File: src/verilog/eprc_defines.svh
`ifndef EPRC_DEFINES_SVH
`define EPRC_DEFINES_SVH
// ****************************************
// register map
// ****************************************
`define EPRC_ADDR_EDGE 8'h02
`define EPRC_ADDR_LEVEL 8'h07
`define EPRC_ADDR_CTRL 8'h10
`define EPRC_ADDR_STAT 8'h11
`define EPRC_ADDR_CMD 8'h12
`define EPRC_EDGE_RST 4'h0
`define EPRC_CTRL_RST 4'h0
`define EPRC_BIT_FLAG 0
`define EPRC_BIT_PLLOFF 0
`define EPRC_BIT_OSDEN 1
`define EPRC_SEL_LSB 2
`define EPRC_CMD_HALT 0
`define EPRC_CMD_POR 1
// ****************************************
// timing
// ****************************************
`define EPRC_CLK_MHZ 125
`define EPRC_FILT_MIN_US 110
`define EPRC_FILT_MAX_US 165
// stable interval taken midway in the window
`define EPRC_FILT_US 137
`define EPRC_FILT_CYC (`EPRC_FILT_US * `EPRC_CLK_MHZ)
`define EPRC_P1_MS 1
`define EPRC_P5_MS 5
`define EPRC_P100_MS 100
`define EPRC_P1_CYC (`EPRC_P1_MS * 1000 * `EPRC_CLK_MHZ)
`define EPRC_P5_CYC (`EPRC_P5_MS * 1000 * `EPRC_CLK_MHZ)
`define EPRC_P100_CYC (`EPRC_P100_MS * 1000 * `EPRC_CLK_MHZ)
`endif

File: src/verilog/eprc_pkg.sv
package eprc_pkg;
  typedef enum logic [2:0] {
    EPRC_RUN = 3'h1,
    EPRC_WAIT = 3'h2,
    EPRC_STOP = 3'h4
  } eprc_state_t;
endpackage

File: src/verilog/eprc_top.sv
// Decided for this implementation: the Wishbone register port.
`include "eprc_defines.svh"
module eprc_top
  import eprc_pkg::*;
#(
  parameter int unsigned FILT_CYC = `EPRC_FILT_CYC,
  parameter int unsigned P1_CYC = `EPRC_P1_CYC,
  parameter int unsigned P5_CYC = `EPRC_P5_CYC,
  parameter int unsigned P100_CYC = `EPRC_P100_CYC
) (
  input wire logic clk_i,
  input wire logic rst_i,
  input wire logic ce_i,
  input wire logic enable_pin_i,
  input wire logic wb_cyc_i,
  input wire logic wb_stb_i,
  input wire logic wb_we_i,
  input wire logic [7:0] wb_adr_i,
  input wire logic [3:0] wb_sel_i,
  input wire logic [31:0] wb_dat_i,
  output logic [31:0] wb_dat_o,
  output logic wb_ack_o,
  output logic forced_halt_signal_o,
  output logic control_clear_signal_o,
  output logic core_init_signal_o,
  output logic clock_stopped_o,
  output logic display_run_o,
  output logic pll_run_o,
  output logic osc_sense_pulldown_o,
  output logic phase_error_oe_o,
  output logic prescaler_mode_output_o,
  output logic crystal_in_pulldown_o,
  output logic crystal_out_o,
  output logic display_aux_oe_o,
  output logic port_io_force_input_o,
  output logic port_in_pulldown_o,
  output logic port_out_hold_o
);
  typedef struct packed {
    logic s1;
    logic s2;
    logic s3;
    logic level;
    logic [31:0] fcnt;
    logic rise_flag;
    logic pll_off;
    logic osd_en;
    logic [1:0] sel;
    logic [31:0] tcnt;
    logic carry;
    eprc_state_t st;
    logic pend;
    logic halt;
    logic clr;
    logic init;
    logic ack;
    logic [31:0] dat;
  } eprc_regs_t;

  eprc_regs_t state_reg, state_next;

  // ****************************************
  // helpers
  // ****************************************
  function automatic logic [31:0] period_of(input logic [1:0] s);
    case (s)
      2'h1: period_of = P5_CYC;
      2'h2: period_of = P100_CYC;
      default: period_of = P1_CYC;
    endcase
  endfunction

  function automatic logic hit(input logic [7:0] a, input logic [7:0] b);
    hit = (a == b);
  endfunction

  // ****************************************
  // pll gating, shared by three pins
  // ****************************************
  function automatic logic pll_on(input eprc_regs_t r);
    pll_on = r.level && !r.pll_off && (r.st != EPRC_STOP);
  endfunction

  logic wb_req;
  logic stopped;
  assign wb_req = wb_cyc_i && wb_stb_i && !state_reg.ack;
  assign stopped = (state_reg.st == EPRC_STOP);

  // ****************************************
  // next state
  // ****************************************
  always_comb begin
    state_next = state_reg;
    // pin synchroniser; only s2/s3 are compared
    state_next.s1 = enable_pin_i;
    state_next.s2 = state_reg.s1;
    state_next.s3 = state_reg.s2;
    // deglitch counter
    if (state_reg.s2 == state_reg.s3 && state_reg.s3 != state_reg.level) begin
      if (state_reg.fcnt >= FILT_CYC - 1) begin
        state_next.level = state_reg.s3;
        state_next.fcnt = 32'h0;
      end else begin
        state_next.fcnt = state_reg.fcnt + 32'h1;
      end
    end else begin
      state_next.fcnt = 32'h0;
    end
    // basic timer carry pulse, runs unless clock stopped
    state_next.carry = 1'b0;
    if (!stopped) begin
      if (state_reg.tcnt >= period_of(state_reg.sel) - 1) begin
        state_next.tcnt = 32'h0;
        state_next.carry = 1'b1;
      end else begin
        state_next.tcnt = state_reg.tcnt + 32'h1;
      end
    end
    // bus
    state_next.ack = 1'b0;
    if (wb_req) begin
      state_next.ack = 1'b1;
      state_next.dat = 32'h0;
      if (hit(wb_adr_i, `EPRC_ADDR_EDGE) && !wb_we_i) begin
        state_next.dat[`EPRC_BIT_FLAG] = state_reg.rise_flag;
        state_next.rise_flag = 1'b0;
      end else if (hit(wb_adr_i, `EPRC_ADDR_LEVEL)) begin
        state_next.dat[`EPRC_BIT_FLAG] = state_reg.level;
      end else if (hit(wb_adr_i, `EPRC_ADDR_CTRL)) begin
        if (wb_we_i && wb_sel_i[0]) begin
          state_next.pll_off = wb_dat_i[`EPRC_BIT_PLLOFF];
          state_next.osd_en = wb_dat_i[`EPRC_BIT_OSDEN];
          state_next.sel = wb_dat_i[`EPRC_SEL_LSB+:2];
        end
        state_next.dat[`EPRC_BIT_PLLOFF] = state_reg.pll_off;
        state_next.dat[`EPRC_BIT_OSDEN] = state_reg.osd_en;
        state_next.dat[`EPRC_SEL_LSB+:2] = state_reg.sel;
      end else if (hit(wb_adr_i, `EPRC_ADDR_STAT)) begin
        state_next.dat[2:0] = state_reg.st;
        state_next.dat[3] = state_reg.halt;
        state_next.dat[4] = state_reg.pend;
      end else if (hit(wb_adr_i, `EPRC_ADDR_CMD) && wb_we_i && wb_sel_i[0]) begin
        if (wb_dat_i[`EPRC_CMD_POR]) begin
          // software-modelled power-on reset
          state_next.halt = 1'b1;
          state_next.clr = 1'b1;
          state_next.init = 1'b1;
          state_next.sel = 2'h2;
          state_next.pll_off = 1'b0;
          state_next.osd_en = 1'b0;
          state_next.tcnt = 32'h0;
          state_next.st = EPRC_WAIT;
        end else if (wb_dat_i[`EPRC_CMD_HALT] && !state_reg.level) begin
          // valid clock-halt: enter stop
          state_next.st = EPRC_STOP;
          state_next.halt = 1'b1;
          state_next.clr = 1'b1;
          state_next.init = 1'b1;
          state_next.sel = 2'h2;
          state_next.pll_off = 1'b0;
          state_next.osd_en = 1'b0;
          state_next.tcnt = 32'h0;
        end
      end
    end
    // filtered rising edge: set wins over read clear
    if (state_reg.level == 1'b0 && state_next.level == 1'b1) begin
      state_next.rise_flag = 1'b1;
      if (stopped) begin
        state_next.st = EPRC_WAIT;
        // timer count starts mid period: release half a period later
        state_next.tcnt = P100_CYC / 2;
      end else begin
        state_next.pend = 1'b1;
        state_next.init = 1'b1;
      end
    end
    // release on carry pulse
    case (state_reg.st)
      EPRC_RUN: begin
        if (state_reg.pend && state_reg.carry) begin
          state_next.pend = 1'b0;
          state_next.init = 1'b0;
        end
      end
      EPRC_WAIT: begin
        if (state_reg.carry) begin
          state_next.st = EPRC_RUN;
          state_next.halt = 1'b0;
          state_next.clr = 1'b0;
          state_next.init = 1'b0;
          state_next.pend = 1'b0;
        end
      end
      EPRC_STOP: begin
      end
      default: begin
        state_next.st = EPRC_RUN;
      end
    endcase
  end

  // ****************************************
  // registers
  // ****************************************
  always_ff @(posedge clk_i) begin
    if (rst_i) begin
      state_reg <= '0;
      state_reg.sel <= 2'h2;
      state_reg.st <= EPRC_WAIT;
      state_reg.halt <= 1'b1;
      state_reg.clr <= 1'b1;
      state_reg.init <= 1'b1;
    end else if (ce_i) begin
      state_reg <= state_next;
    end
  end

  // ****************************************
  // outputs
  // ****************************************
  always_ff @(posedge clk_i) begin
    if (rst_i) begin
      wb_dat_o <= 32'h0;
      wb_ack_o <= 1'b0;
      forced_halt_signal_o <= 1'b1;
      control_clear_signal_o <= 1'b1;
      core_init_signal_o <= 1'b1;
      clock_stopped_o <= 1'b0;
      display_run_o <= 1'b0;
      pll_run_o <= 1'b0;
      osc_sense_pulldown_o <= 1'b1;
      phase_error_oe_o <= 1'b0;
      prescaler_mode_output_o <= 1'b0;
      crystal_in_pulldown_o <= 1'b0;
      crystal_out_o <= 1'b0;
      display_aux_oe_o <= 1'b0;
      port_io_force_input_o <= 1'b0;
      port_in_pulldown_o <= 1'b0;
      port_out_hold_o <= 1'b0;
    end else if (ce_i) begin
      wb_dat_o <= state_next.dat;
      wb_ack_o <= state_next.ack;
      forced_halt_signal_o <= state_next.halt;
      control_clear_signal_o <= state_next.clr;
      core_init_signal_o <= state_next.init;
      clock_stopped_o <= state_next.st == EPRC_STOP;
      display_run_o <= state_next.level && state_next.osd_en;
      pll_run_o <= pll_on(state_next);
      osc_sense_pulldown_o <= !state_next.level
        || state_next.st == EPRC_STOP;
      phase_error_oe_o <= pll_on(state_next);
      prescaler_mode_output_o <= pll_on(state_next);
      crystal_in_pulldown_o <= state_next.st == EPRC_STOP;
      crystal_out_o <= state_next.st == EPRC_STOP;
      display_aux_oe_o <= state_next.st != EPRC_STOP
        && state_next.level && state_next.osd_en;
      port_io_force_input_o <= state_next.st == EPRC_STOP;
      port_in_pulldown_o <= state_next.st == EPRC_STOP;
      port_out_hold_o <= state_next.st == EPRC_STOP;
    end
  end
endmodule

File: config.mk
export PLATFORM = sky130hd
export DESIGN_NAME = eprc_top
export DESIGN_NICKNAME = d
export VERILOG_FILES = /design/src/verilog/eprc_pkg.sv /design/src/verilog/eprc_top.sv
export VERILOG_INCLUDE_DIRS = /design/src /design/src/verilog
export SDC_FILE = /design/constraint.sdc
export NUM_CORES = 1
export LEC_CHECK = 0
export ABC_AREA = 0
export BUFFER_PORTS_ARGS = -buffer_cell sky130_fd_sc_hd__buf_2
export CORE_MARGIN = 2
export CORE_UTILIZATION = 35
export CTS_CLUSTER_DIAMETER = 120
export DETAILED_ROUTE_END_ITERATION = 6
export GPL_TIMING_DRIVEN = 0
export PLACE_DENSITY = 0.6
export SYNTH_ARGS = -nofsm -noshare
export SYNTH_HDL_FRONTEND = slang
export SYNTH_SLANG_ARGS = --single-unit
export TNS_END_PERCENT = 30
File: constraint.sdc
create_clock -name clk_i -period 7.4 [get_ports clk_i]
set_clock_uncertainty 0.05 [all_clocks]
set_input_delay 0.37 -clock clk_i [delete_from_list [all_inputs] [get_ports clk_i]]
set_output_delay 0.37 -clock clk_i [all_outputs]
set_load 0.05 [all_outputs]
Word-level counts from Yosys, hierarchy flattened --
Index checks and enable logic that the tools add are counted.
Word-level totals: flip-flop bits (word level) 119, input port bits 51, output and inout port bits 48, word-level logic and storage cells 134
Operators by class: $add $sub $neg 3, $lt $le $gt $ge 2, eq/ne operators 16, multiplexer cells 58, bitwise gates (word level) 3, reductions and logical operators 29
Operators with widths (number):
- $mux W36 | 7
- $mux W32 | 7
- $add A32 B1 Y32 const B | 2
- $mux W3 | 16
- $pmux W24 S2 | 1
- $mux W37 | 1
- $mux W33 | 1
- $ge A32 B15 Y1 const B | 1
- $ge A32 B32 Y1 | 1
- $sub A32 B1 Y32 const B | 1
- $eq A8 B5 Y1 const B | 3
- $mux W4 | 6
- $logic_and A1 B1 Y1 | 15
- $mux W1 | 13
- $eq A8 B2 Y1 const B | 1
- $eq A8 B3 Y1 const B | 1
- $reduce_and A8 Y1 | 1
- $mux W7 | 1
- $eq A3 B3 Y1 const B | 2
- $pmux W3 S2 | 1
- $reduce_bool A2 Y1 | 3
- $logic_not A1 Y1 | 5
- $mux W5 | 1
- $pmux W1 S2 | 2
- 16 further kinds | 18

Logic depth before layout (Yosys ltp) --
Gate-level depths: netlist of run 1.
depth after elaboration 18, gate-level depth with buffers 12

Worst setup path before layout of run 1 --
No wires, ideal clock.
path kind flip-flop to flip-flop, start point register state_reg[73] (netlist bit), end point register state_reg[44] (netlist bit), library setup time 0.074 ns, arrival 2.576 ns, data required time 7.276 ns, path slack 4.700 ns, stages on the path, launching flop included 13, period minus slack after synthesis 2.700 ns, cells stage by stage dfxtp_1 inv_1 ha_1 inv_1 ha_1 a211oi_1 nor2b_1 a2111oi_0 o22ai_1 nor4_4 buf_6 nand2_1 a31oi_1
Between the ends: longest elaborated chain between the ends 17, elaborated cells between the ends (all ways) 18, those cells by class add/sub: 1; order compare: 1; eq/ne: 2; mux: 14
RTL lines:
- from (decl) | RTL line eprc_top.sv:60 | eprc_regs_t state_reg, state_next;
- from (signal assigned) | RTL line eprc_top.sv:215 | state_reg <= state_next;
- $eq A2 B2 Y1 / $eq A2 B1 Y1 (equally long branches) | RTL line eprc_top.sv:66 | case (s)
- $pmux W24 S2 * | RTL line eprc_top.sv:66
- $mux W32 * | RTL line eprc_top.sv:111 | if (!stopped) begin
- $sub A32 B1 Y32 * | RTL line eprc_top.sv:112 | if (state_reg.tcnt >= period_of(state_reg.sel) - 1) begin
- $ge A32 B32 Y1 * | RTL line eprc_top.sv:112
- $mux W32 * | RTL line eprc_top.sv:112
- $mux W33 * | RTL line eprc_top.sv:111
- $mux W36 | RTL line eprc_top.sv:153 | end else if (wb_dat_i[`EPRC_CMD_HALT] && !state_reg.level) begin
- $mux W36 | RTL line eprc_top.sv:143 | if (wb_dat_i[`EPRC_CMD_POR]) begin
- $mux W36 | RTL line eprc_top.sv:142 | end else if (hit(wb_adr_i, `EPRC_ADDR_CMD) && wb_we_i && wb_sel_i[0]) begin
- $mux W36 | RTL line eprc_top.sv:138 | end else if (hit(wb_adr_i, `EPRC_ADDR_STAT)) begin
- $mux W32 | RTL line eprc_top.sv:129 | end else if (hit(wb_adr_i, `EPRC_ADDR_CTRL)) begin
- $mux W36 | RTL line eprc_top.sv:127 | end else if (hit(wb_adr_i, `EPRC_ADDR_LEVEL)) begin
- $mux W36 | RTL line eprc_top.sv:124 | if (hit(wb_adr_i, `EPRC_ADDR_EDGE) && !wb_we_i) begin
- $mux W37 * | RTL line eprc_top.sv:121 | if (wb_req) begin
- $mux W32 | RTL line eprc_top.sv:169 | if (stopped) begin
- $mux W32 * | RTL line eprc_top.sv:167 | if (state_reg.level == 1'b0 && state_next.level == 1'b1) begin
Every way passes the cells marked *; elsewhere a longest branch is shown, timed or not. The select of a mux whose other input is x is not followed. A chain may end at the register's enable or synchronous reset.

Worst setup path in the final report of run 1 --
start point register state_reg[73] (netlist bit), end point register state_reg[41] (netlist bit)
The elaborated chain is that of the path after synthesis.

==> results.md, run 1 <==
* Hpwl dp at approximately 10000 um
* Worst Hold Launch: enable_pin_i
* FF/Latch Area at between 0.0015 and 0.002 mm^2
* WHS at 0.221 ns
* Post-route cell area at around 0.006 mm^2
* Post-CTS Resized at 0
* Die H at roughly 130 um
* Worst flop-to-flop path startpoint: state_reg[73]
* Mean area per synthesized cell at 8.20 um^2
* R2R Path End: state_reg[41]
* Primary FF master, synth: dfxtp_1
* Cell variety after synth at 68
* Initial antenna violation count at 0
* Number of synthesized register bits at 92
* Setup CP Type: flip-flop to flip-flop
* Core Area at 0.0145 mm^2
* Pwr Total at 1.07 mW
* Multi-input logic area at 0.00297 mm^2
* Vias per cell at 5.33
* TNS Setup at 0 ns
* DRT Wirelength at 13900 um
* Global-route usage over all layers at 17.5%
* Hold Path Depth at 3
* Setup crit end kind: flip-flop
* First-pass GRT wire length at 22600 um
* Non-Filler Instances at 896
* Port bufs at 38
* Max reg flops at 76
* Final worst slack at about 3.9 ns
* Router iterations before antenna repair at 5
* Worst skew pair latency at between 0.3 and 0.4 ns
* FILL cells at about 1500
* Top cell type's share of synthesized area at between 30% and 40%
* Nets@finish at roughly 780
* Tmin final at 3.49 ns
* Post-synthesis async set-or-reset flop share at 0%
* Maxcap violations at 0
* Die Width at 126 um
* Largest net degree at the start of global routing at 18
* # setup viols final at 0
* TritonCTS buffer count at 9
* Drt wl/cell at 15.5 um
* Rows at 44
* Post-Syn Area at 0.00518 mm^2
* R2r setup slk at 3.91 ns
* Ant diodes at 0
* Area growth from synthesis to layout at 15.5%
* Worst slew margin at 46.8%
* Fraction of layout cells with a size suffix above 1 at 16.0%
* Starting Density at 35.8%
* Worst Hold Class: input pin to flip-flop
* Die Footprint at roughly 0.016 mm^2
* Post-Synthesis Cells at about 630
* Clk sinks at 92
* H-tree levels at 3
* Peak VDD IR at about 0.00017 V
* Unrepaired setup endpoints after global routing: no
* Worst Setup Start Kind: flip-flop
* CTS tree: yes
* Setup bufs post-CTS at 0
* Via count at 4773
* Pre-CTS WS at 3.95 ns
* CTS Root Buffer Type: clkbuf_16
* Clock Tree Buf Depth at 2
* R2R cell count at 12
* Total I/O pin count at 99
* Least-Margin Pin Slew at 0.778 ns
* Number of global-route vias before repair at 4508
* Hold-fix buffers at CTS at 0
* WP data required at 7.63 ns
* Leading area contributor after synthesis: dfxtp_1
* Slew Limit Fails at 0
* Gpl congestion at roughly 0.9
* Fin crit share at 47.1%
* Worst Hold Path EP: state_next[112]
* Fmax at 287 MHz
* Synth Warn # at 0
* Placed Area at 0.00570 mm^2
* Leading cell types by total area after synthesis: dfxtp_1 36%, ha_1 6.3%, buf_4 5.8%
* Clk slew on worst S/H paths at 0.07 ns
* Final hold vios at 0
* Initial detailed-routing violation count at 215
* Leakage power at 2.47 nW
* Finished Core Util at 41.3%
* WP data arrival at between 3 and 4 ns
* Register area share after synthesis at between 30% and 40%
* Grt total ovfl at 0
* Outcome: finished, final reports clean
* Placed Cells at ~900
* Final ANT Viol Nets at 0
* Post-synth EDFFs at 0
* CP Max Fanout at 10
* Pwr dens at 179 mW/mm^2
* # DRC at 0
-- routing by layer --
metal / GRT usage, % / up-vias / share of wire, %
li1: - / 2366 / -
met1: 21.5 / 2274 / 45
met2: 30.1 / 113 / 48
met3: 4.25 / 20 / 4.7
met4: 5.69 / 0 / 1.7
met5: 0 / - / 0
-- logic make-up after synthesis --
| group | after synthesis | synth area share, % |
|---|---|---|
| AO/OA/AOI/OAI | 154 | 19.7 |
| AND/OR/NAND/NOR | 263 | 26.7 |
| other | 2 | 0.145 |
| flip-flops | 92 | 35.6 |
| buffers and inverters | 79 | 8.97 |
| multiplexers | 5 | 0.967 |
| adder cells (fa/ha/maj) | 26 | 6.28 |
| XOR/XNOR | 10 | 1.69 |
-- cell type report --
| cell class | count | share of cell area (%) |
|---|---|---|
| buffer | 62 | 6.70 |
| clock buffer | 9 | 3.77 |
| clock inverter | 7 | 0.921 |
| inverter | 17 | 1.07 |
| multi-input combinational | 487 | 49.7 |
| sequential | 92 | 30.8 |
| tap | 184 | 3.85 |
| timing repair buffer | 38 | 3.18 |
-- worst max path at each step --
stage | cells after the start | slack (ns) | to | start
after floorplan | 12 | 4.70 | state_reg[44] | state_reg[73]
after global placement | 12 | 4.05 | state_reg[44] | state_reg[73]
after detailed placement | 12 | 3.95 | state_reg[44] | state_reg[73]
after CTS | 12 | 3.94 | state_reg[44] | state_reg[73]
after global routing | 12 | 3.55 | state_reg[44] | state_reg[73]
final | 12 | 3.91 | state_reg[41] | state_reg[73]
-- power breakdown --
group / switching [mW] / total, mW / internal (mW) / leakage, nW
clock: 0.214 / 0.446 / 0.232 / 0.133
combinational: 0.0780 / 0.110 / 0.0318 / 1.60
sequential: 0.0109 / 0.513 / 0.502 / 0.743
-- synth_stat cells, types with 6 or more instances --
cell type	instances
nor4_1	8
o31ai_1	6
dfxtp_1	92
a22oi_1	9
nand3_1	26
nand2_1	61
inv_1	17
nor3_1	17
ha_1	26
a31oi_1	11
and3_1	11
xor2_1	6
a21oi_1	43
clkbuf_1	13
nor2_1	62
and2_1	24
a22o_1	8
o21ai_0	33
buf_4	40
nand4_1	13
a311oi_1	8
-- worst max-delay path, stage by stage, from the launching register on --
cell and delay (ns):
dfxtp_1 0.46, inv_1 0.10, ha_1 0.23, inv_1 0.21, ha_1 0.29, a211oi_1 0.23
nor2b_1 0.07, a2111oi_0 0.71, nor2_1 0.20, nor3_2 0.26, buf_2 0.29, nand4b_1 0.13
a21oi_1 0.17
-- placed cells by master (no fill, tap or decap), types with 17 or more instances in the layout --
| cell type | synthesis | final |
|---|---|---|
| nand3_1 | 26 | 26 |
| inv_1 | 17 | 17 |
| and2_1 | 24 | 24 |
| dfxtp_1 | 92 | 92 |
| buf_2 | 2 | 40 |
| o21ai_0 | 33 | 33 |
| a21oi_1 | 43 | 43 |
| conb_1 | 2 | 29 |
| buf_4 | 40 | 40 |
| nor3_1 | 17 | 17 |
| nor2_1 | 62 | 62 |
| nand2_1 | 61 | 61 |
| ha_1 | 26 | 26 |
Note: power is estimated with default switching activity, not from simulation.
==> run 2: changes to the inputs <==
==> constraint.sdc (replaced) <==
create_clock -name clk_i -period 3.6 [get_ports clk_i]
set_clock_uncertainty 0.05 [all_clocks]
set_input_delay 0.18 -clock clk_i [delete_from_list [all_inputs] [get_ports clk_i]]
set_output_delay 0.18 -clock clk_i [all_outputs]
set_load 0.05 [all_outputs]
==> results.md, run 2 (same netlist as run 1, synthesis figures left out) <==
* Peak VDD IR at 0.000342 V (was 0.000166 V)
* Grt total ovfl at 0 (unchanged)
* Worst Hold Class: input pin to flip-flop (unchanged)
* Number of global-route vias before repair at 4508 (unchanged)
* Tmin final at 3.24 ns (was 3.49 ns)
* Global-route usage over all layers at 17.5% (unchanged)
* H-tree levels at 3 (unchanged)
* R2R Path End: state_reg[41] (unchanged)
* Worst Hold Path EP: state_next[112] (unchanged)
* # DRC at 0 (unchanged)
* Worst slew margin at 58.6% (was 46.8%)
* Nets@finish at 784 (unchanged)
* Largest net degree at the start of global routing at 18 (unchanged)
* WP data required at 3.83 ns (was 7.63 ns)
* Vias per cell at 5.34 (was 5.33)
* Router iterations before antenna repair at 4 (was 5)
* Starting Density at 35.8% (unchanged)
* Clk sinks at 92 (unchanged)
* Worst skew pair latency at 0.36 ns (about the same)
* Commonest non-fill, non-tap cell in the layout: dfxtp_1 (unchanged)
* Final hold vios at 0 (unchanged)
* Hold Path Depth at 3 (unchanged)
* Die Footprint at 0.0158 mm^2 (unchanged)
* Worst flop-to-flop path startpoint: state_reg[73] (unchanged)
* CP Max Fanout at 10 (unchanged)
* Initial antenna violation count at 0 (unchanged)
* Drt wl/cell at 15.4 um (was 15.5 um)
* TNS Setup at 0 ns (unchanged)
* Core Area at 0.0145 mm^2 (unchanged)
* Die H at 126 um (unchanged)
* First-pass GRT wire length at 22600 um (unchanged)
* Non-Filler Instances at 896 (unchanged)
* # setup viols final at 0 (unchanged)
* R2R cell count at 11 (was 12)
* Most frequent cells in the layout: 92 x dfxtp_1, 62 x nor2_1, 61 x nand2_1 (unchanged)
* Least-Margin Pin Slew at 0.621 ns (was 0.778 ns)
* Final worst slack at 0.362 ns (was 3.91 ns)
* Rows at 44 (unchanged)
* Initial detailed-routing violation count at 218 (was 215)
* Setup CP Type: flip-flop to flip-flop (unchanged)
* Leakage power at 2.48 nW (was 2.47 nW)
* Ant diodes at 0 (unchanged)
* CTS Root Buffer Type: clkbuf_16 (unchanged)
* Hpwl dp at 10200 um (unchanged)
* Area growth from synthesis to layout at 15.6% (was 15.5%)
* TritonCTS buffer count at 9 (unchanged)
* Placed Cells at 880 (unchanged)
* DRT Wirelength at 13800 um (was 13900 um)
* Max reg flops at 76 (unchanged)
* Clk slew on worst S/H paths at 0.07 ns (about the same)
* Worst Setup Start Kind: flip-flop (unchanged)
* Pre-CTS WS at 0.153 ns (was 3.95 ns)
* Total I/O pin count at 99 (unchanged)
* Pwr dens at 367 mW/mm^2 (was 179 mW/mm^2)
* Unrepaired setup endpoints after global routing: no (unchanged)
* Hold-fix buffers at CTS at 0 (unchanged)
* R2r setup slk at 0.36 ns (was 3.91 ns)
* Fraction of layout cells with a size suffix above 1 at 16.2% (was 16.0%)
* Setup bufs post-CTS at 0 (unchanged)
* Outcome: finished, final reports clean (unchanged)
* WP data arrival at 3.46 ns (was 3.72 ns)
* Gpl congestion at 0.905 (unchanged)
* Worst Hold Launch: enable_pin_i (unchanged)
* Slew Limit Fails at 0 (unchanged)
* Port bufs at 38 (unchanged)
* Clock Tree Buf Depth at 2 (unchanged)
* CTS tree: yes (unchanged)
* Fmax at 309 MHz (was 287 MHz)
* Via count at 4785 (was 4773)
* Die Width at 126 um (unchanged)
* Setup crit end kind: flip-flop (unchanged)
* Final ANT Viol Nets at 0 (unchanged)
* Fin crit share at 89.9% (was 47.1%)
* Maxcap violations at 0 (unchanged)
[run 2: cell counts in the layout (fill, tap and decap cells not counted)]
Identical to the previous run, type by type.
[run 2: timing repair]
item,in CTS,in global routing
endpoints found under the setup margin,0,29
hold endpoints to repair,0,0
gates resized for setup,0,2
[run 2: layout make-up]
cell class                      count  area, um^2
Tap cell                          184         230
Clock inverter                      7        55.1
Timing Repair Buffer               38         190
Inverter                           17        63.8
Sequential cell                    92        1840
Buffer                             62         400
Fill cell                        1466        8490
Multi-Input combinational cell    487        2980
Clock buffer                        9         225
[run 2: stage by stage]
step | instance area (um^2) | power (mW) | utilization (%) | hold slack [ns]
4_1_cts | 5980 | 2.22 | 41.3 | 0.0225
2_1_floorplan | 5280 | 1.25 | - | 0.277
3_3_place_gp | 5700 | 1.30 | 39.4 | 0.370
3_5_place_dp | 5700 | 1.30 | 39.4 | 0.395
6_report | 5980 | 2.20 | 41.3 | 0.0333
5_1_grt | 5980 | 2.28 | 41.3 | 0.0270
[run 2: worst max path at each step]
stage                  start            end  slack, ns  cells after the start
6_report       state_reg[73]  state_reg[41]       0.36                     11
5_1_grt        state_reg[73]  state_reg[44]       0.09                     12
4_1_cts        state_reg[73]  state_reg[44]       0.14                     12
3_5_place_dp   state_reg[73]  state_reg[44]       0.15                     12
3_3_place_gp   state_reg[73]  state_reg[44]       0.25                     12
2_1_floorplan  state_reg[73]  state_reg[44]       0.90                     12
[run 2: routing by layer]
| metal | vias up | GRT usage (%) | routed length (um) |
|---|---|---|---|
| li1 | 2370 | - | - |
| met1 | 2255 | 21.5 | 6230 |
| met2 | 141 | 30.1 | 6630 |
| met3 | 19 | 4.25 | 693 |
| met4 | 0 | 5.69 | 244 |
| met5 | - | 0 | 0 |
[run 2: where the power goes]
part	switching, mW	internal [mW]
clock network	0.439	0.477
registers	0.0225	1.03
logic	0.160	0.0655
total	0.621	1.57
[run 2: critical path: stages, from the launching register on]
cell      delay [ns]
dfxtp_1         0.47
inv_1           0.10
ha_1            0.23
inv_1           0.21
ha_1            0.30
or4_1           0.52
o311ai_0        0.15
a21oi_2         0.22
nor3_2          0.32
buf_2           0.29
nand4b_1        0.13
a21oi_1         0.17
==> run 3: changes to the inputs <==
--- a/config.mk
+++ b/config.mk
@@ -8,12 +8,12 @@
 export LEC_CHECK = 0
 export ABC_AREA = 0
 export BUFFER_PORTS_ARGS = -buffer_cell sky130_fd_sc_hd__buf_2
-export CORE_MARGIN = 2
-export CORE_UTILIZATION = 35
+export CORE_MARGIN = 4
+export CORE_UTILIZATION = 40
 export CTS_CLUSTER_DIAMETER = 120
 export DETAILED_ROUTE_END_ITERATION = 6
 export GPL_TIMING_DRIVEN = 0
-export PLACE_DENSITY = 0.6
+export PLACE_DENSITY = 0.66
 export SYNTH_ARGS = -nofsm -noshare
 export SYNTH_HDL_FRONTEND = slang
 export SYNTH_SLANG_ARGS = --single-unit
==> results.md, run 3 (same netlist as run 1, synthesis figures left out) <==
* Hpwl dp at 10000 um (was 10200 um)
* Worst slew margin at 57.9% (was 58.6%)
* Max incr delay on CP at 0.50 ns (was 0.52 ns)
* Buffers and inverters on the worst path at 3 (unchanged)
* # setup viols final at 0 (unchanged)
* Finished Core Util at 47.6% (was 41.3%)
* Ant diodes at 0 (unchanged)
* Drt wl/cell at 15.3 um (was 15.4 um)
* Number of global-route vias before repair at 4701 (was 4508)
* Clock Tree Buf Depth at 2 (unchanged)
* CP Max Fanout at 10 (unchanged)
* Initial detailed-routing violation count at 186 (was 218)
* Core Area at 0.0126 mm^2 (was 0.0145 mm^2)
* Fin crit share at 91.8% (was 89.9%)
* Worst Hold Class: input pin to flip-flop (unchanged)
* Global-route usage over all layers at 18.8% (was 17.5%)
* Unrepaired setup endpoints after global routing: no (unchanged)
* Nets@finish at 784 (unchanged)
* Via count at 4779 (was 4785)
* Gpl congestion at 0.826 (was 0.905)
* Post-CTS Resized at 0 (unchanged)
* Setup bufs post-CTS at 0 (unchanged)
* Slew Limit Fails at 0 (unchanged)
* DRT Wirelength at 13600 um (was 13800 um)
* Final hold vios at 0 (unchanged)
* Die H at 122 um (was 126 um)
* Setup crit end kind: flip-flop (unchanged)
* Pwr dens at 383 mW/mm^2 (was 367 mW/mm^2)
* Max reg flops at 76 (unchanged)
* # DRC at 0 (unchanged)
* Least-Margin Pin Slew at 0.631 ns (was 0.621 ns)
* Leakage power at 2.50 nW (was 2.48 nW)
* Maxcap violations at 0 (unchanged)
* Final ANT Viol Nets at 0 (unchanged)
* Total I/O pin count at 99 (unchanged)
* Hold-fix buffers at CTS at 0 (unchanged)
* Die Footprint at 0.0148 mm^2 (was 0.0158 mm^2)
* Worst path cell trace: inv_1, ha_1, inv_1, ha_1, a211oi_1, nor2b_1, a2111oi_2, o22ai_1, nor4_4, buf_6, nand2_1, a31oi_1 (was inv_1, ha_1, inv_1, ha_1, or4_1, o311ai_0, a21oi_2, nor3_2, buf_2, nand4b_1, a21oi_1)
* Outcome: finished, final reports clean (unchanged)
* Commonest non-fill, non-tap cell in the layout: dfxtp_1 (unchanged)
* Clk sinks at 92 (unchanged)
* Vias per cell at 5.41 (was 5.34)
* Grt total ovfl at 0 (unchanged)
* Die Width at 122 um (was 126 um)
* Area growth from synthesis to layout at 16.1% (was 15.6%)
* Fraction of layout cells with a size suffix above 1 at 16.2% (unchanged)
* Clk slew on worst S/H paths at 0.07 ns (about the same)
* TNS Setup at 0 ns (unchanged)
* Initial antenna violation count at 0 (unchanged)
* Worst skew pair latency at 0.36 ns (about the same)
* Rows at 41 (was 44)
* H-tree levels at 3 (unchanged)
* Router iterations before antenna repair at 5 (was 4)
* Peak VDD IR at 0.000266 V (was 0.000342 V)
* WP data required at 3.83 ns (about the same)
* Fmax at 303 MHz (was 309 MHz)
* Most frequent cells in the layout: 92 x dfxtp_1, 62 x nor2_1, 61 x nand2_1 (unchanged)
* Port bufs at 38 (unchanged)
* Worst Setup Start Kind: flip-flop (unchanged)
* Starting Density at 41.0% (was 35.8%)
* Tmin final at 3.31 ns (was 3.24 ns)
* CTS tree: yes (unchanged)
* CP top delay family: compound AO/OA/AOI/OAI gates (was simple AND/OR/NAND/NOR gates)
* Setup CP Type: flip-flop to flip-flop (unchanged)
* Crit-path slowest cell: a2111oi_2 (was or4_1)
* TritonCTS buffer count at 9 (unchanged)
* Largest net degree at the start of global routing at 19 (was 18)
* CTS Root Buffer Type: clkbuf_16 (unchanged)
* WP data arrival at 3.54 ns (was 3.46 ns)
* Pwr Total at 2.30 mW (was 2.20 mW)
* First-pass GRT wire length at 22600 um (about the same)
run 3: worst paths after layout:
check	startpoint	endpoint	cells past startpoint	slack, ns
setup / recovery	state_reg[73]	state_reg[44]	12	0.29
hold / removal	enable_pin_i	state_next[112]	3	0.01
setup reg to reg	state_reg[73]	state_reg[44]	12	0.29
hold reg to reg	wb_dat_o[4]	wb_dat_o[4]	2	0.41
run 3: layout make-up:
class / instances / area (um^2)
flip-flops and latches: 92 / 1840
well taps: 172 / 215
fillers: 1271 / 6610
inverters: 17 / 63.8
clock buffers: 9 / 225
repair buffers: 38 / 190
clock inverters: 7 / 97.6
multi-input cells: 487 / 2980
plain buffers: 62 / 400
run 3: routing by layer:
metal	vias up	global-route usage (%)	routed length, um	part of all wire (%)
met5	-	0	0	0
met4	0	8.19	273	2.0
met3	22	3.20	686	5.1
met2	130	31.8	6580	49
met1	2256	23.7	6010	44
li1	2371	-	-	-
run 3: power breakdown:
| group | total (mW) | internal (mW) | switching (mW) |
|---|---|---|---|
| logic | 0.225 | 0.0657 | 0.160 |
| registers | 1.05 | 1.03 | 0.0219 |
| clock network | 1.02 | 0.558 | 0.463 |
run 3: worst reg2reg max path: stages, from the launching register on:
cell	delay (ns)
dfxtp_1	0.46
inv_1	0.10
ha_1	0.23
inv_1	0.20
ha_1	0.29
a211oi_1	0.28
nor2b_1	0.10
a2111oi_2	0.50
o22ai_1	0.20
nor4_4	0.38
buf_6	0.22
nand2_1	0.07
a31oi_1	0.15
run 3: metrics by stage:
| step | instances | setup WS [ns] | hold WS (ns) | cell area, um^2 |
|---|---|---|---|---|
| finish | 884 | 0.295 | 0.0125 | 6010 |
| CTS | 884 | 0.107 | 0.00738 | 6010 |
| floorplan | 658 | 0.900 | 0.277 | 5280 |
| global placement | 868 | 0.289 | 0.369 | 5680 |
| detailed placement | 868 | 0.183 | 0.380 | 5680 |
| global route | 884 | 0.0489 | 0.0483 | 6010 |
